===== config.mk =====
export PLATFORM = sky130hd
export DESIGN_NAME = vacr_regs
export DESIGN_NICKNAME = d
export VERILOG_FILES = /design/src/vacr_pkg.sv /design/src/vacr_sync.sv /design/src/vacr_span_timer.sv /design/src/vacr_regs.sv
export VERILOG_INCLUDE_DIRS = /design/src
export SDC_FILE = /design/constraint.sdc
export NUM_CORES = 1
export LEC_CHECK = 0
export BUFFER_PORTS_ARGS = -buffer_cell sky130_fd_sc_hd__buf_4
export CAP_MARGIN = 10
export CELL_PAD_IN_SITES_DETAIL_PLACEMENT = 0
export CELL_PAD_IN_SITES_GLOBAL_PLACEMENT = 1
export CORE_AREA = 2 2 121 123
export CTS_CLUSTER_DIAMETER = 50
export CTS_CLUSTER_SIZE = 40
export DETAILED_ROUTE_END_ITERATION = 10
export DIE_AREA = 0 0 123 125
export MAX_ROUTING_LAYER = met4
export PLACE_DENSITY = 0.84
export SYNTH_ARGS = -nofsm -noshare
export SYNTH_HDL_FRONTEND = slang
export SYNTH_SLANG_ARGS = --single-unit

===== constraint.sdc =====
create_clock -name mclk_in -period 2.9 [get_ports mclk_in]
set_clock_uncertainty 0.2 [all_clocks]
set_input_delay 0.29 -clock mclk_in [delete_from_list [all_inputs] [get_ports mclk_in]]
set_output_delay 0.29 -clock mclk_in [all_outputs]
set_load 0.1 [all_outputs]

===== src/vacr_cfg.svh =====
// offsets, field positions, reset values and timing counts for the config bank
`ifndef VACR_CFG_SVH
`define VACR_CFG_SVH
`define VACR_ADDR_ERR_TALLY 8'h25
`define VACR_ADDR_HIGH_SPAN 8'h26
`define VACR_ADDR_LOW_SPAN 8'h27
`define VACR_ADDR_PATH_CTL2 8'h28
`define VACR_ADDR_DITHER_CTL 8'h29
`define VACR_ADDR_BALANCE_CTL 8'h2a
`define VACR_ADDR_AUDIO_CTL 8'h2b
`define VACR_RST_ERR_TALLY 8'h00
`define VACR_RST_HIGH_SPAN 8'h83
`define VACR_RST_LOW_SPAN 8'h84
`define VACR_RST_ZERO 8'h00
`define VACR_MASK_PATH_CTL2 8'h8d
`define VACR_MASK_BALANCE_CTL 8'hf0
`define VACR_MASK_AUDIO_CTL 8'hc1
`define VACR_TALLY_MAX 8'hff
`define VACR_BIT_FC_BLOCK 7
`define VACR_BIT_AUX_AUDIO 3
`define VACR_BIT_AUDIO_OFF 2
`define VACR_BIT_SURROUND 0
`define VACR_BIT_SYNC_MODE 7
`define VACR_BIT_LSYNC_POL 6
`define VACR_BIT_FSYNC_POL 5
`define VACR_BIT_PVALID_POL 4
`define VACR_BIT_DITH_TWO 3
`define VACR_BIT_DITH_ONE 2
`define VACR_BIT_FINE_TWO 1
`define VACR_BIT_FINE_ONE 0
`define VACR_BIT_BAL_EN 5
`define VACR_BIT_LUT_RELOAD 4
`define VACR_BIT_PLL_OVR 7
`define VACR_BIT_PLL_OFF 6
`define VACR_BIT_EDGE_RISE 0
`define VACR_SPAN_UNIT_NS 50
`define VACR_CLK_NS 25
`define VACR_CYC_PER_UNIT ((`VACR_SPAN_UNIT_NS + `VACR_CLK_NS - 1) / `VACR_CLK_NS)
`endif


===== src/vacr_pkg.sv =====
// types shared by the config bank
package vacr_pkg;
    typedef enum logic [1:0] {
        VACR_PAGE_CFG,
        VACR_PAGE_RED,
        VACR_PAGE_GREEN,
        VACR_PAGE_BLUE
    } vacr_page_e;
    typedef logic [7:0] vacr_byte_t;
endpackage


===== src/vacr_sync.sv =====
// three-stage synchroniser with agreement of the last two stages
`timescale 1ns/1ps
module vacr_sync (
    // clock and reset
    input wire logic mclk_in,
    input wire logic rst_in,
    // asynchronous level and its clean copy
    input wire logic async_in,
    output logic sync_out
);
    logic s1_q; // first stage, read only by s2_q
    logic s2_q; // second stage
    logic s3_q; // third stage

    // shift chain; output moves only once stages two and three agree
    always_ff @(posedge mclk_in) begin
        if (rst_in) begin
            s1_q <= 1'b0;
            s2_q <= 1'b0;
            s3_q <= 1'b0;
            sync_out <= 1'b0;
        end else begin
            s1_q <= async_in;
            s2_q <= s1_q;
            s3_q <= s2_q;
            if (s2_q == s3_q) begin
                sync_out <= s3_q;
            end
        end
    end
endmodule


===== src/vacr_span_timer.sv =====
// counts a clock span given in 50 ns units and pulses when it ends
`timescale 1ns/1ps
`include "vacr_cfg.svh"
module vacr_span_timer #(
    parameter int UNIT_CYC = `VACR_CYC_PER_UNIT
) (
    // clock and reset
    input wire logic mclk_in,
    input wire logic rst_in,
    // start strobe and span length
    input wire logic start_in,
    input wire logic [7:0] span_in,
    // status
    output logic busy_out,
    output logic done_out
);
    logic [7:0] units_q; // units still to run
    logic [7:0] cyc_q; // cycles within the current unit

    // load on start, then count unit by unit down to zero
    always_ff @(posedge mclk_in) begin
        if (rst_in) begin
            units_q <= 8'h00;
            cyc_q <= 8'h00;
            busy_out <= 1'b0;
            done_out <= 1'b0;
        end else begin
            done_out <= 1'b0;
            if (start_in) begin
                // a zero span still takes one unit, so no glitch-short pulse
                units_q <= (span_in == 8'h00) ? 8'h01 : span_in;
                cyc_q <= 8'(UNIT_CYC - 1);
                busy_out <= 1'b1;
            end else if (busy_out) begin
                if (cyc_q != 8'h00) begin
                    cyc_q <= cyc_q - 8'h01;
                end else if (units_q == 8'h01) begin
                    busy_out <= 1'b0;
                    done_out <= 1'b1;
                end else begin
                    units_q <= units_q - 8'h01;
                    cyc_q <= 8'(UNIT_CYC - 1);
                end
            end
        end
    end
endmodule


===== src/vacr_regs.sv =====
// configuration and status register bank of the video/audio deserializer
//
// How it works
// read-only error tally saturating at 255
// host reads tally only after self test
// tally clears on power-down or new run
// master clock high span in 50 ns
// master clock low span in 50 ns
// low span doubles as slave data setup
// bit 7 blocks forward-channel loading
// bit 3 routes aux audio to gpio
// bit 2 disables all audio outputs
// bit 0 selects surround audio transport
// surround only with data-island, repeater override
// bit 7 selects sync or pixel-valid timing
// bits 6..4 set sync polarities
// bits 3,2 enable dither stages
// bits 1,0 disable fine dither stages
// bits 7:6 select balance page
// bit 5 enables white balance
// bit 4 enables table reload
// bit 7 enables audio pll override
// bit 6 turns audio pll off
// bit 0 picks audio strobe edge
// reserved bits read zero, ignore writes
`timescale 1ns/1ps
`include "vacr_cfg.svh"
module vacr_regs
    import vacr_pkg::*;
(
    // clock and reset
    input wire logic mclk_in,
    input wire logic rst_in,
    // device pins and pads, asynchronous to mclk_in
    input wire logic power_down_input_n_in,
    input wire logic self_test_run_in,
    // local register port from the serial control slave
    input wire logic reg_wr_in,
    input wire logic reg_rd_in,
    input wire logic [7:0] reg_addr_in,
    input wire logic [7:0] reg_wdata_in,
    output logic [7:0] reg_rdata_out,
    output logic reg_rvalid_out,
    // forward-channel load of the path control register
    input wire logic fc_load_in,
    input wire logic [7:0] fc_data_in,
    // self-test error events, same clock
    input wire logic test_error_in,
    // repeater in-band surround detection
    input wire logic repeater_in,
    input wire logic inband_surround_in,
    input wire logic inband_valid_in,
    // data-island transport in use
    input wire logic data_island_in,
    // slave setup and master clock phase requests
    input wire logic slave_setup_start_in,
    input wire logic master_high_start_in,
    input wire logic master_low_start_in,
    output logic slave_setup_done_out,
    output logic master_phase_done_out,
    // audio controls
    output logic aux_audio_route_out,
    output logic audio_off_out,
    output logic surround_out,
    output logic pll_override_out,
    output logic pll_off_out,
    output logic edge_rise_out,
    // video timing and dither controls
    output logic sync_mode_out,
    output logic line_sync_low_out,
    output logic frame_sync_low_out,
    output logic pixel_valid_low_out,
    output logic dither_stage_two_out,
    output logic dither_stage_one_out,
    output logic fine_dither_stage_two_out,
    output logic fine_dither_stage_one_out,
    // white-balance controls
    output logic [1:0] balance_page_out,
    output logic balance_en_out,
    output logic lut_reload_out,
    // tally valid once the run is over
    output logic tally_valid_out
);
    vacr_byte_t tally_q; // error tally
    vacr_byte_t high_span_q; // master clock high span
    vacr_byte_t low_span_q; // master clock low span
    vacr_byte_t path_q; // path control second
    vacr_byte_t dither_q; // dither and timing control
    vacr_byte_t balance_q; // color balance control
    vacr_byte_t audio_q; // audio serial control
    logic pd_n_s; // synchronised power-down, low means down
    logic run_s; // synchronised self-test run
    logic run_prev_q; // run level one cycle back
    logic run_start; // rising edge of run
    logic bank_clr; // whole bank back to reset values
    logic setup_busy; // slave setup timer busy
    logic high_busy; // master high timer busy
    logic setup_done; // slave setup ended
    logic high_done; // master high phase ended
    logic low_done; // master low phase ended
    logic surr_eff; // surround bit after repeater override
    vacr_page_e page; // decoded balance page

    // pins from outside the clock domain
    vacr_sync u_pd_sync (
        .mclk_in(mclk_in),
        .rst_in(rst_in),
        .async_in(power_down_input_n_in),
        .sync_out(pd_n_s)
    );
    vacr_sync u_run_sync (
        .mclk_in(mclk_in),
        .rst_in(rst_in),
        .async_in(self_test_run_in),
        .sync_out(run_s)
    );

    // edge of the run level, taken from the clean copy only
    always_ff @(posedge mclk_in) begin
        if (rst_in) begin
            run_prev_q <= 1'b0;
        end else begin
            run_prev_q <= run_s;
        end
    end
    assign run_start = run_s & ~run_prev_q;
    // power-down clears the bank like a reset; the sync resets low,
    // so the bank is held cleared until the pin is seen high
    assign bank_clr = ~pd_n_s;

    // tally clear on power-down/new run
    // saturating tally
    always_ff @(posedge mclk_in) begin
        if (rst_in || bank_clr || run_start) begin
            tally_q <= `VACR_RST_ERR_TALLY;
        end else if (run_s && test_error_in &&
                     tally_q != `VACR_TALLY_MAX) begin
            tally_q <= tally_q + 8'h01;
        end
    end

    // high span register
    // low span register
    always_ff @(posedge mclk_in) begin
        if (rst_in || bank_clr) begin
            high_span_q <= `VACR_RST_HIGH_SPAN;
            low_span_q <= `VACR_RST_LOW_SPAN;
        end else if (reg_wr_in) begin
            if (reg_addr_in == `VACR_ADDR_HIGH_SPAN) begin
                high_span_q <= reg_wdata_in;
            end
            if (reg_addr_in == `VACR_ADDR_LOW_SPAN) begin
                low_span_q <= reg_wdata_in;
            end
        end
    end

    // path control; a local write wins over a forward-channel load
    always_ff @(posedge mclk_in) begin
        if (rst_in || bank_clr) begin
            path_q <= `VACR_RST_ZERO;
        end else if (reg_wr_in && reg_addr_in == `VACR_ADDR_PATH_CTL2) begin
            // reserved bits masked
            path_q <= reg_wdata_in & `VACR_MASK_PATH_CTL2;
        // forward-channel block
        end else if (fc_load_in && !path_q[`VACR_BIT_FC_BLOCK]) begin
            path_q <= fc_data_in & `VACR_MASK_PATH_CTL2;
        end
    end

    // dither, balance and audio control writes
    always_ff @(posedge mclk_in) begin
        if (rst_in || bank_clr) begin
            dither_q <= `VACR_RST_ZERO;
            balance_q <= `VACR_RST_ZERO;
            audio_q <= `VACR_RST_ZERO;
        end else if (reg_wr_in) begin
            if (reg_addr_in == `VACR_ADDR_DITHER_CTL) begin
                dither_q <= reg_wdata_in;
            end
            // reserved bits masked
            if (reg_addr_in == `VACR_ADDR_BALANCE_CTL) begin
                balance_q <= reg_wdata_in & `VACR_MASK_BALANCE_CTL;
            end
            if (reg_addr_in == `VACR_ADDR_AUDIO_CTL) begin
                audio_q <= reg_wdata_in & `VACR_MASK_AUDIO_CTL;
            end
        end
    end

    // read port; one cycle after the strobe, unmapped reads zero
    always_ff @(posedge mclk_in) begin
        if (rst_in) begin
            reg_rdata_out <= 8'h00;
            reg_rvalid_out <= 1'b0;
        end else begin
            reg_rvalid_out <= reg_rd_in;
            if (reg_rd_in) begin
                case (reg_addr_in)
                    // tally is read-only
                    `VACR_ADDR_ERR_TALLY: reg_rdata_out <= tally_q;
                    `VACR_ADDR_HIGH_SPAN: reg_rdata_out <= high_span_q;
                    `VACR_ADDR_LOW_SPAN: reg_rdata_out <= low_span_q;
                    `VACR_ADDR_PATH_CTL2: reg_rdata_out <= path_q;
                    `VACR_ADDR_DITHER_CTL: reg_rdata_out <= dither_q;
                    `VACR_ADDR_BALANCE_CTL: reg_rdata_out <= balance_q;
                    `VACR_ADDR_AUDIO_CTL: reg_rdata_out <= audio_q;
                    default: reg_rdata_out <= 8'h00;
                endcase
            end
        end
    end

    // slave setup uses low span
    vacr_span_timer u_setup (
        .mclk_in(mclk_in),
        .rst_in(rst_in),
        .start_in(slave_setup_start_in),
        .span_in(low_span_q),
        .busy_out(setup_busy),
        .done_out(setup_done)
    );
    // master high phase timing
    vacr_span_timer u_high (
        .mclk_in(mclk_in),
        .rst_in(rst_in),
        .start_in(master_high_start_in),
        .span_in(high_span_q),
        .busy_out(high_busy),
        .done_out(high_done)
    );
    // master low phase timing
    vacr_span_timer u_low (
        .mclk_in(mclk_in),
        .rst_in(rst_in),
        .start_in(master_low_start_in),
        .span_in(low_span_q),
        .busy_out(),
        .done_out(low_done)
    );

    // repeater override, data-island only
    always_comb begin
        surr_eff = path_q[`VACR_BIT_SURROUND];
        if (repeater_in && inband_valid_in) begin
            surr_eff = inband_surround_in;
        end
        if (!data_island_in) begin
            surr_eff = 1'b0;
        end
    end
    assign page = vacr_page_e'(balance_q[7:6]);

    // registered control outputs
    always_ff @(posedge mclk_in) begin
        if (rst_in) begin
            slave_setup_done_out <= 1'b0;
            master_phase_done_out <= 1'b0;
            aux_audio_route_out <= 1'b0;
            audio_off_out <= 1'b0;
            surround_out <= 1'b0;
            pll_override_out <= 1'b0;
            pll_off_out <= 1'b0;
            edge_rise_out <= 1'b0;
            sync_mode_out <= 1'b0;
            line_sync_low_out <= 1'b0;
            frame_sync_low_out <= 1'b0;
            pixel_valid_low_out <= 1'b0;
            dither_stage_two_out <= 1'b0;
            dither_stage_one_out <= 1'b0;
            fine_dither_stage_two_out <= 1'b1;
            fine_dither_stage_one_out <= 1'b1;
            balance_page_out <= 2'h0;
            balance_en_out <= 1'b0;
            lut_reload_out <= 1'b0;
            tally_valid_out <= 1'b0;
        end else begin
            slave_setup_done_out <= setup_done;
            master_phase_done_out <= high_done | low_done;
            // aux audio routing
            aux_audio_route_out <= path_q[`VACR_BIT_AUX_AUDIO];
            // all audio outputs off
            audio_off_out <= path_q[`VACR_BIT_AUDIO_OFF];
            // surround transport select
            surround_out <= surr_eff;
            // pll override
            pll_override_out <= audio_q[`VACR_BIT_PLL_OVR];
            // pll off
            pll_off_out <= audio_q[`VACR_BIT_PLL_OFF];
            // strobe edge
            edge_rise_out <= audio_q[`VACR_BIT_EDGE_RISE];
            // timing mode
            sync_mode_out <= dither_q[`VACR_BIT_SYNC_MODE];
            // sync polarities
            line_sync_low_out <= dither_q[`VACR_BIT_LSYNC_POL];
            frame_sync_low_out <= dither_q[`VACR_BIT_FSYNC_POL];
            pixel_valid_low_out <= dither_q[`VACR_BIT_PVALID_POL];
            // dither stage enables
            dither_stage_two_out <= dither_q[`VACR_BIT_DITH_TWO];
            dither_stage_one_out <= dither_q[`VACR_BIT_DITH_ONE];
            // fine stages, inverted sense
            fine_dither_stage_two_out <= ~dither_q[`VACR_BIT_FINE_TWO];
            fine_dither_stage_one_out <= ~dither_q[`VACR_BIT_FINE_ONE];
            // page select
            balance_page_out <= page;
            // balance enable
            balance_en_out <= balance_q[`VACR_BIT_BAL_EN];
            // table reload enable
            lut_reload_out <= balance_q[`VACR_BIT_LUT_RELOAD];
            // valid only when run low
            tally_valid_out <= ~run_s;
        end
    end

    // saturation: tally never wraps from 255
    tally_sat_a: assert property (@(posedge mclk_in) disable iff (rst_in)
        tally_q == `VACR_TALLY_MAX && !bank_clr && !run_start
        |=> tally_q == `VACR_TALLY_MAX)
        else $error("tally wrapped past maximum");
    // clears follow a new run or power-down
    tally_clear_a: assert property (@(posedge mclk_in) disable iff (rst_in)
        (run_start || bank_clr) |=> tally_q == 8'h00)
        else $error("tally not cleared");
    // blocked forward load leaves path untouched
    fc_block_a: assert property (@(posedge mclk_in) disable iff (rst_in)
        fc_load_in && path_q[7] && !reg_wr_in && !bank_clr
        |=> $stable(path_q))
        else $error("forward load overwrote blocked register");
    // reserved bits of path stay zero
    path_resv_a: assert property (@(posedge mclk_in) disable iff (rst_in)
        (path_q & 8'h72) == 8'h00)
        else $error("reserved path bits set");
    // fine dither stage one output inverted from bit 0
    fine_sense_a: assert property (@(posedge mclk_in) disable iff (rst_in)
        ##1 fine_dither_stage_one_out == ~$past(dither_q[0]))
        else $error("fine dither sense wrong");
    // setup span is one unit when low span is 0 or 1
    setup_span_a: assert property (@(posedge mclk_in) disable iff (rst_in)
        slave_setup_start_in && low_span_q <= 8'h01 && !high_busy
        |=> setup_busy [*2] ##1 !setup_busy)
        else $error("setup span length wrong");
    // surround cleared without data island
    surr_island_a: assert property (@(posedge mclk_in) disable iff (rst_in)
        !data_island_in |=> !surround_out)
        else $error("surround without data island");
    // pll off follows audio bit 6
    pll_off_a: assert property (@(posedge mclk_in) disable iff (rst_in)
        reg_wr_in && reg_addr_in == 8'h2b && !bank_clr
        |=> ##1 pll_off_out == $past(reg_wdata_in[6], 2))
        else $error("pll off not following write");
endmodule


# Yosys cells after proc, flatten, opt, wreduce, memory -nomap -nowiden
# Cells that the tools add are included.
dict set report word_totals {
  word_cells 179
  register_bits 136
  output_inout_bits 30
}
dict set report op_classes {
  bitwise_logic 11
  n_mux 45
  n_reduce_logical 38
  addsub 7
  n_eq_ne 25
}
# cell count
set ops {}
lappend ops {{8-bit two-way mux} 22}
lappend ops {{8-bit by 6-bit == test with 1-bit output, second input constant} 7}
lappend ops {{8-bit case mux with 7 select lines} 1}
lappend ops {{8-bit by 1-bit subtractor with 8-bit output, second input constant} 6}
lappend ops {{8-bit by 1-bit == test with 1-bit output, second input constant} 3}
lappend ops {{8-bit nonzero test} 3}
lappend ops {{1-bit two-way mux} 22}
lappend ops {{2-bit AND reduction} 11}
lappend ops {{8-bit zero test} 2}
lappend ops {{2-bit inequality test, second input constant} 6}
lappend ops {{4-bit OR reduction} 3}
lappend ops {{3-bit by 2-bit inequality test with 1-bit output, second input constant} 3}
lappend ops {{1-bit NOT} 9}
lappend ops {{3-bit AND reduction} 3}
lappend ops {{8-bit by 1-bit adder with 8-bit output, second input constant} 1}
lappend ops {{8-bit inequality test, second input constant} 1}
lappend ops {{2-bit nonzero test} 4}
lappend ops {{2-bit OR reduction} 4}
lappend ops {{2-bit by 1-bit inequality test with 1-bit output, second input constant} 3}
lappend ops {{1-bit logical AND} 5}
lappend ops {{1-bit == test} 2}
lappend ops {{1-bit logical OR} 2}
lappend ops {{1-bit AND} 1}
lappend ops {{1-bit zero test} 1}
lappend ops {{1-bit bitwise OR} 1}

# Depth between registers and ports, before layout
# Gate-level depths: netlist of run 1.
dict set report logic_depth {
  depth_word 5
  depth_mapped 8
  ltp_nobuf 7
}

# Hierarchy
# From an unflattened synthesis of run 1, not the netlist that was laid out.
dict set report unflattened {
  cells_unflattened 658
  area_unflattened_um2 6153.4
}
# mod area_per_inst_um2 instances cells_each
set by_module_without_submodules {}
lappend by_module_without_submodules {vacr_regs 2981.6 1 308}
lappend by_module_without_submodules {vacr_span_timer 982.2 3 110}
lappend by_module_without_submodules {vacr_sync 112.6 2 10}

# Worst setup path after synthesis of run 1
# OpenSTA, ideal clock, no wires.
dict set report synth_timing {
  path_kind {flip-flop to flip-flop}
  start {register u_low.units_q[2]}
  end {register u_low.cyc_q[2]}
  path_buffers 1
  path_stages_with_launch 7
  slack_ns 0.676
  t_arrival_ns 1.905
  path_cell_list {dfxtp_1 or4_4 or4b_4 buf_6 o211ai_1 xor2_1 nor2_1}
}
dict set report synth_between {
  elab_chain_cells 3
}
# element line_no
set synth_rtl {}
lappend synth_rtl {{from (decl)} vacr_span_timer.sv:17} ;# logic [7:0] units_q;
lappend synth_rtl {{from (signal assigned)} vacr_span_timer.sv:31} ;# units_q <= (span_in == 8'h00) ? 8'h01 : span_in;
lappend synth_rtl {{from (signal assigned)} vacr_span_timer.sv:41} ;# units_q <= units_q - 8'h01;
lappend synth_rtl {{8-bit by 1-bit == test with 1-bit output} vacr_span_timer.sv:37} ;# end else if (units_q == 8'h01) begin
lappend synth_rtl {{2-bit by 1-bit inequality test with 1-bit output (no source line)} -}
lappend synth_rtl {{2-bit AND reduction (no source line)} -}
lappend synth_rtl {{to (signal assigned)} vacr_span_timer.sv:32} ;# cyc_q <= 8'(UNIT_CYC - 1);
lappend synth_rtl {{to (signal assigned)} vacr_span_timer.sv:36} ;# cyc_q <= cyc_q - 8'h01;
lappend synth_rtl {{to (signal assigned)} vacr_span_timer.sv:42} ;# cyc_q <= 8'(UNIT_CYC - 1);
lappend synth_rtl {{to (decl)} vacr_span_timer.sv:18} ;# logic [7:0] cyc_q;
# No other way between the ends.
# A chain may end at the register's enable or synchronous reset.

# Worst setup path in the final report of run 1
dict set report layout_timing {
  start {register u_setup.cyc_q[0]}
  end {register u_setup.units_q[2]}
}
dict set report layout_between {
  elab_chain_cells 3
}
# element line_no
set layout_rtl {}
lappend layout_rtl {{from (decl)} vacr_span_timer.sv:18}
lappend layout_rtl {{from (signal assigned)} vacr_span_timer.sv:32}
lappend layout_rtl {{from (signal assigned)} vacr_span_timer.sv:36}
lappend layout_rtl {{from (signal assigned)} vacr_span_timer.sv:42}
lappend layout_rtl {{8-bit nonzero test} vacr_span_timer.sv:35} ;# if (cyc_q != 8'h00) begin
lappend layout_rtl {{2-bit inequality test (no source line)} -}
lappend layout_rtl {{3-bit AND reduction (no source line)} -}
lappend layout_rtl {{to (signal assigned)} vacr_span_timer.sv:31}
lappend layout_rtl {{to (signal assigned)} vacr_span_timer.sv:41}
lappend layout_rtl {{to (decl)} vacr_span_timer.sv:17}
# No other way between the ends.

==> flow_summary.yaml, run 1 <==
timing:
  worst_pin_slew_ns: 0.733
  finalMaxSlewViolations: 0
  rsz0062_at_grt: "no"
  setup_viol: 0
  period_share_pct: 83.4
  hold_violations: 0
  fin_ws_ns: 0.483
  totalNegativeSetupSlack_ns: 0
  max_slew_margin_pct: 50.7
  period_minus_slack_ns: 2.42
  max_freq_mhz: 414
setup_path:
  arrival_ns: 2.50
  endpoint_kind: "flop"
  r2r_slack_ns: 0.48
  worstReg2RegEnd: "u_setup.units_q[2]"
  r2r_start: "u_setup.cyc_q[0]"
  reg2reg_depth: 7
  path_common_cell: "nor3_1"
  max_stage_delay_ns: 0.54
  required_ns: 2.99
  cp_top_family: "simple AND/OR/NAND/NOR gates"
  path_class: "reg -> reg"
  cp_slowest_cell: "a211oi_2"
  path_cells: "inv_1 -> ha_1 -> or4bb_1 -> a211oi_2 -> a21boi_0 -> nor3_1 -> nor3_1"
  startpoint_type: "flop"
  crit_cells: 7
  crit_buf_inv: 1
  critPathLaunch: "u_setup.cyc_q[0]"
  path_max_fanout: 10
power_and_ir_drop:
  irDropWorstVdd_mv: 0.415
  leakage_uw: 0.00301
  seqPwrFrac_pct: 44.9
  total_power_uw: 4370
  p_clk_share_pct: 44.6
  power_switching_uw: 1140
  pwr-share-comb_pct: 10.4
  p_sw_share_pct: 26.1
  p_int_uw: 3230
  p_per_area_nw_per_um2: 588
logic_synthesis:
  synth_warnings: 0
  synth_top_flop_cell: "dfxtp_1"
  syn-num-nets: 728
  synth_area_sq_um: 6080
  ys_ff_latch: 136
  ys_async_sr_fraction_pct: 0
  syn-mean-instance-area_sq_um: 8.99
  ys_types: 63
  ys_seq_area_share_pct: 44.8
  synth_edf_count: 0
  syn_inst: 676
placed_design:
  hpwl_um: 10200
  dp.cells: 904
  globalplace.congestion: 0.902
  dpl-instance-area_sq_um: 6740
  dp_slack_ns: 0.511
  port_buffers: 64
detailed_routing:
  routed-via-count: 5129
  route.detailed.drc: 0
  routedWlPerCell_um: 15.6
  ant_nets: 0
  drt-initial-drc-count: 294
  drt-total-wl_um: 14800
  post_drt_via_cell_ratio: 5.39
  dr.pass1.iters: 5
global_routing:
  grt.total_usage_pct: 21.1
  antenna_found_initial: 0
  grt_pass1_vias: 5140
  gr-total-overflow: 0
  grt_max_degree: 49
  grt_pass1_wl_um: 25000
cts:
  tritoncts: "built"
  clk_pin_slew_ns: 0.06
  clk_latency_ns: 0.42
  cts_buffers: 17
  clk_path_buf_depth: 2
  cts_sinks: 136
  cts_resized: 0
  htree_levels: 4
  cts-root-buf: "clkbuf_16"
die:
  die_w_um: 123
  start_util_pct: 42.8
  ios: 69
  coreArea_sq_um: 14200
  rows: 44
  dieHeight_um: 125
  die-area_sq_um: 15400
min_path:
  whs_endpoint: "path_q[0]"
  hold_depth: 3
  hold_path.class: "in -> reg"
  min_from: "fc_data_in[0]"
finish:
  num_antenna_cells: 0
  stdcell_count: 951
  nNetsFinal: 806
  finish.instance_area_sq_um: 7430
  syn_to_final_growth_pct: 22.2
  drive_gt1_share_pct: 15.6
outcome:
  status: "finished, final reports clean"
run:
  max_cap_violations: 0
stage by stage:
| stage | utilization (%) | hold slack, ns |
|---|---|---|
| 2_1_floorplan | - | 0.183 |
| 3_3_place_gp | 47.5 | 0.209 |
| 3_5_place_dp | 47.5 | 0.207 |
| 4_1_cts | 52.3 | 0.000958 |
| 5_1_grt | 52.3 | 0.0384 |
| 6_report | 52.3 | 0.0309 |
cell usage after synthesis, types with 5 or more instances:
library cell / instances / share of area (%)
nand2_1: 40 / 2.5
nor3b_1: 5 / 0.62
nand3_1: 28 / 2.3
a211oi_1: 16 / 2.0
mux2_2: 7 / 1.3
ha_1: 13 / 2.7
a21o_1: 14 / 1.7
a22oi_1: 8 / 0.99
nand3b_1: 5 / 0.62
or3_1: 5 / 0.51
clkbuf_1: 21 / 1.3
o21ai_1: 5 / 0.41
and3_1: 6 / 0.62
nor4_1: 11 / 1.1
xor2_1: 23 / 3.3
nor3_1: 20 / 1.6
dfxtp_1: 136 / 45
nor2_1: 87 / 5.4
inv_1: 26 / 1.6
mux2i_1: 35 / 5.8
a21oi_1: 37 / 3.0
nor2b_1: 30 / 3.1
o21ai_0: 10 / 0.82
nand4_1: 6 / 0.62
xnor2_1: 15 / 2.2
per-layer routing:
metal  up-vias  global-route usage, %  routed length, um  share of wire [%]
met5         -                      -                  0                  0
met4         0                   7.22                306                2.1
met3        24                   4.79                764                5.1
met2       159                   32.5               6850                 46
met1      2409                   27.1               6920                 47
li1       2537                      -                  -                  -
worst max path at each step:
stage,to,slack [ns]
final,u_setup.units_q[2],0.48
after global routing,u_setup.units_q[2],0.24
after CTS,u_setup.units_q[2],0.48
after detailed placement,u_setup.units_q[7],0.51
after global placement,u_setup.cyc_q[0],0.60
after floorplan,u_low.cyc_q[2],0.68
tightest hold or removal path: cells and delay by family:
kind | cells | cell delay [ns]
AO/OA/AOI/OAI | 1 | 0.08
buffers and inverters | 1 | 0.11
multiplexers | 1 | 0.12
area by class of cell:
class	count	area (sq um)
repair buffers	86	696
inverters	28	105
clock inverters	14	100
clock buffers	18	439
fillers	1320	6770
multi-input cells	485	3140
well taps	184	230
flip-flops and latches	136	2720
logic make-up after synthesis:
| family | after synthesis | synth area share [%] |
|---|---|---|
| simple gates | 270 | 22.8 |
| flops | 136 | 44.8 |
| compound gates | 122 | 13.5 |
| buf+inv | 55 | 3.62 |
| mux | 42 | 7.06 |
| xor+xnor | 38 | 5.47 |
| fa+ha+maj | 13 | 2.68 |
power groups by stage:
stage | logic (uW) | registers (uW) | clock network, uW
after floorplan | 292 | 2010 | 0
after global placement | 423 | 2000 | 0
after detailed placement | 435 | 2000 | 0
after CTS | 454 | 1960 | 1990
after global routing | 506 | 1970 | 2080
final | 456 | 1960 | 1950
what timing repair did:
action                                 CTS  global route
setup endpoints to repair                0             0
buffers inserted                         0             0
endpoints found under the hold margin   43             0
hold buffers                            15             0
flip-flops by register name (all words and copies together) (netlist names), 8 cells and up:
name and count:
low_span_q 8, u_low.units_q 8, high_span_q 8, u_high.cyc_q 8, reg_rdata_out 8, tally_q 8, u_low.cyc_q 8, u_high.units_q 8
u_setup.units_q 8, u_setup.cyc_q 8, dither_q 8
cell usage in the layout (no fill, tap or decap), drive strengths merged, types with 16 or more instances in the layout:
cell type  count
nand2         40
clkbuf        18
buf           71
xor2          23
a21oi         37
nand3         29
a211oi        17
o21ai         16
dfxtp        136
nor2          87
nor2b         30
nor3          20
inv           29
mux2i         35
Power figures use the tool's default switching activity.
==> inputs of run 2 (changes only) <==
Clock period 2.9 ns to 2.5 ns, I/O delays scaled along.
==> run 2 against run 1 <==
Core utilization is 1.6 points higher. Total power is 24% higher. Sequential cell count stayed put. First-iteration DRC count is 18% higher. Via count is 0.33% higher. Register-to-register slack worse by 0.29 ns. Cell count is 1.8% higher. Critical path depth is 2 lower. Combinational power is 22% higher. Sequential share of layout area is 1.1 points lower. Critical path type unchanged. Critical endpoint is now u_low.cyc_q[3]. Largest cell class unchanged.
==> flow_summary.yaml, run 2 (synthesis gave the netlist of run 1 again) <==
power_and_ir_drop:
  irDropWorstVdd_mv: 0.580
  total_power_uw: 5420
  leakage_uw: 0.00312
  p_per_area_nw_per_um2: 708
detailed_routing:
  dr.pass1.iters: 5
  post_drt_via_cell_ratio: 5.32
  ant_nets: 0
  routed-via-count: 5146
  route.detailed.drc: 0
  drt-initial-drc-count: 347
  drt-total-wl_um: 15000
  routedWlPerCell_um: 15.5
setup_path:
  required_ns: 2.60
  path_max_fanout: 9
  startpoint_type: "flop"
  endpoint_kind: "flop"
  path_class: "reg -> reg"
  arrival_ns: 2.41
timing:
  setup_viol: 0
  finalMaxSlewViolations: 0
  max_slew_margin_pct: 57.1
  fin_hold_ws_ns: 0.0410
  period_minus_slack_ns: 2.30
  totalNegativeSetupSlack_ns: 0
  worst_pin_slew_ns: 0.638
  period_share_pct: 92.1
  hold_violations: 0
  rsz0062_at_grt: "no"
  max_freq_mhz: 434
cts:
  cts-root-buf: "clkbuf_16"
  cts_resized: 0
  clk_latency_ns: 0.42
  tritoncts: "built"
  htree_levels: 4
  clk_path_buf_depth: 2
  cts_sinks: 136
  cts_setup_buffers: 0
  cts_buffers: 17
  clk_pin_slew_ns: 0.06
die:
  rows: 44
  coreArea_sq_um: 14200
  ios: 69
  dieHeight_um: 125
  start_util_pct: 42.8
  die_w_um: 123
  die-area_sq_um: 15400
placed_design:
  hpwl_um: 10500
  globalplace.congestion: 0.927
  dpl-instance-area_sq_um: 6790
  port_buffers: 64
  dp.cells: 912
min_path:
  hold_path.class: "in -> reg"
global_routing:
  grt_pass1_vias: 5283
  antenna_found_initial: 0
  grt.total_usage_pct: 21.4
  gr-total-overflow: 0
  grt_pass1_wl_um: 25500
  grt_max_degree: 41
finish:
  stdcell_count: 968
  syn_to_final_growth_pct: 26.0
  final_cell_mix: "dfxtp_1 (136), nor2_1 (87), buf_4 (79)"
  finish.instance_area_sq_um: 7660
  nNetsFinal: 825
  final_common_cell: "dfxtp_1"
  num_antenna_cells: 0
  drive_gt1_share_pct: 15.8
run:
  max_cap_violations: 0
outcome:
  status: "finished, final reports clean"
-- run 2: cell types whose count changed in the layout (fill, tap and decap cells not counted), sizes merged --
cell / delta
dlygate4sd3: +11
buf: +8
bufinv: +4
inv: -3
clkinv: -2
clkinvlp: -2
clkbuf: +1
-- run 2: metrics by stage --
stage	utilization (%)	setup WS, ns
final	53.9	0.197
after global routing	53.9	0.0179
after CTS	53.9	0.210
after detailed placement	47.8	0.199
after global placement	47.8	0.235
after floorplan	-	0.276
-- run 2: metal layers --
metal	routed length [um]	track usage (%)
met2	6860	32.2
met1	6970	27.6
met5	0	-
met3	693	4.52
met4	440	9.29
-- run 2: path summary, 6_finish.rpt --
| check | from | to | slack [ns] | cells past startpoint |
|---|---|---|---|---|
| setup / recovery | u_low.units_q[2] | u_low.cyc_q[3] | 0.20 | 5 |
| hold reg to reg | dither_q[0] | fine_dither_stage_one_out | 0.23 | 1 |
| hold / removal | reg_addr_in[0] | reg_rdata_out[4] | 0.04 | 3 |
| setup reg to reg | u_low.units_q[2] | u_low.cyc_q[3] | 0.20 | 5 |
-- run 2: area by class of cell --
cell class,instances,area (sq um)
fill,1317,6550
multi-input combinational,485,3140
sequential,136,2720
timing repair buffer,105,853
clock buffer,19,433
tap,184,230
clock inverter,11,176
inverter,28,105
-- run 2: worst max-delay path, stage by stage, from the launching register on --
cell	delay [ns]
dfxtp_1	0.33
or4_4	0.56
or4b_4	0.62
o211ai_1	0.26
xor2_1	0.18
nor2_1	0.05
-- run 2: what timing repair did --
action,in CTS,in global routing
endpoints found under the hold margin,63,0
endpoints found under the setup margin,0,0
hold buffers,26,0
-- run 2: power breakdown --
part | internal, uW | switching, uW
clock | 1660 | 927
combinational | 246 | 310
sequential | 2220 | 51.0
total | 4130 | 1290
==> inputs of run 3 (changes only) <==
Settings changed: SETUP_SLACK_MARGIN set to 0.4.
==> run 3 against run 2 <==
Cell count grew 1.1%. Largest power group unchanged. Critical endpoint is now u_low.cyc_q[2]. Largest cell class unchanged. Final area grew 3.1%. Via count grew 1.7%. Die area is the same. Sequential share of layout area shrank 0.92 points.
==> flow_summary.yaml, run 3 (synthesis gave the netlist of run 1 again) <==
die:
  coreArea_sq_um: 14200
  rows: 44
  die_w_um: 123
  dieHeight_um: 125
  die-area_sq_um: 15400
  start_util_pct: 42.8
  ios: 69
power_and_ir_drop:
  power_switching_uw: 1390
  irDropWorstVdd_mv: 0.520
  seqPwrFrac_pct: 43.2
  p_int_uw: 3900
  p_per_area_nw_per_um2: 670
  leakage_uw: 0.00318
  pwr-share-comb_pct: 12.1
  p_clk_share_pct: 44.7
  p_sw_share_pct: 26.3
placed_design:
  dp_slack_ns: 0.207
  hpwl_um: 10300
  port_buffers: 64
  globalplace.congestion: 0.870
finish:
  num_antenna_cells: 0
  drive_gt1_share_pct: 21.5
  final_cell_mix: "dfxtp_1 (129), nor2_1 (86), buf_4 (86)"
  num-fill-cells: 1265
  multiInputGateArea_sq_um: 3320
  seqCellArea_sq_um: 2730
  final_common_cell: "dfxtp_1"
  syn_to_final_growth_pct: 29.8
  nNetsFinal: 834
global_routing:
  gr-total-overflow: 0
  grt_max_degree: 34
  grt_pass1_vias: 5214
  antenna_found_initial: 0
  grt_pass1_wl_um: 25400
  grt.total_usage_pct: 21.5
timing:
  max_freq_mhz: 441
  setup_viol: 0
  period_minus_slack_ns: 2.27
  worst_pin_slew_ns: 0.599
  max_slew_margin_pct: 59.8
  finalMaxSlewViolations: 0
  period_share_pct: 90.6
  rsz0062_at_grt: "yes"
  fin_ws_ns: 0.234
  totalNegativeSetupSlack_ns: 0
  hold_violations: 0
detailed_routing:
  dr.pass1.iters: 8
  post_drt_via_cell_ratio: 5.35
  drt-total-wl_um: 15500
  routedWlPerCell_um: 15.8
  drt-initial-drc-count: 215
  routed-via-count: 5235
  ant_nets: 0
  route.detailed.drc: 0
setup_path:
  arrival_ns: 2.38
  startpoint_type: "flop"
  path_class: "reg -> reg"
  required_ns: 2.61
  path_max_fanout: 5
  r2r_slack_ns: 0.23
  endpoint_kind: "flop"
cts:
  clk_latency_ns: 0.42
  htree_levels: 4
  cts-root-buf: "clkbuf_16"
  cts_sinks: 136
  clk_pin_slew_ns: 0.06
  cts_buffers: 17
  tritoncts: "built"
  clk_path_buf_depth: 2
run:
  max_cap_violations: 0
outcome:
  status: "finished, final reports clean"
min_path:
  hold_path.class: "in -> reg"
## run 3: layer usage
metal,global-route usage [%],part of all wire [%],vias up
li1,-,-,2598
met1,26.4,45,2492
met2,34.1,49,119
met3,4.97,4.1,26
met4,8.56,2.2,0
met5,-,0,-
## run 3: stage by stage
stage	total power, uW	cell area [sq um]	hold slack [ns]	cells	util, %
6_report	5290	7890	0.0278	979	55.6
4_1_cts	5280	7750	0.00156	975	54.5
5_1_grt	5500	7890	0.0236	979	55.6
2_1_floorplan	2680	6090	0.171	676	-
3_3_place_gp	2820	6800	0.217	911	47.8
3_5_place_dp	2840	6800	0.224	911	47.8
## run 3: area by class of cell
type,instances,area share [%]
Clock buffer,19,5.48
Clock inverter,13,1.52
Inverter,28,1.33
Multi-Input combinational cell,486,42.1
Sequential cell,136,34.6
Tap cell,184,2.92
Timing Repair Buffer,113,12.0
## run 3: critical path: stages (launching register included)
cell	delay [ns]
dfxtp_2	0.32
or4_4	0.56
or4b_4	0.59
o211ai_1	0.24
xor2_1	0.18
nor2_1	0.05
## run 3: worst paths after layout
path | cells past startpoint | to | from
worst max-delay path | 5 | u_low.cyc_q[2] | u_low.units_q[5]
worst min-delay path | 3 | reg_rdata_out[4] | reg_addr_in[0]
worst max register to register | 5 | u_low.cyc_q[2] | u_low.units_q[5]
worst min register to register | 1 | fine_dither_stage_one_out | dither_q[0]
## run 3: repair_timing
item                                    CTS  global route
pin swaps                                20            14
gates cloned                              2             0
hold buffers                             22             0
resized for setup                        23            23
hold endpoints to repair                 55             0
endpoints found under the setup margin   31            39
setup buffers                             8             4
## run 3: power by group through the flow
stage / clock network [uW] / logic (uW) / registers [uW]
3_3_place_gp: 0 / 506 / 2320
5_1_grt: 2510 / 697 / 2290
6_report: 2370 / 639 / 2280
3_5_place_dp: 0 / 518 / 2320
2_1_floorplan: 0 / 344 / 2340
4_1_cts: 2410 / 595 / 2280
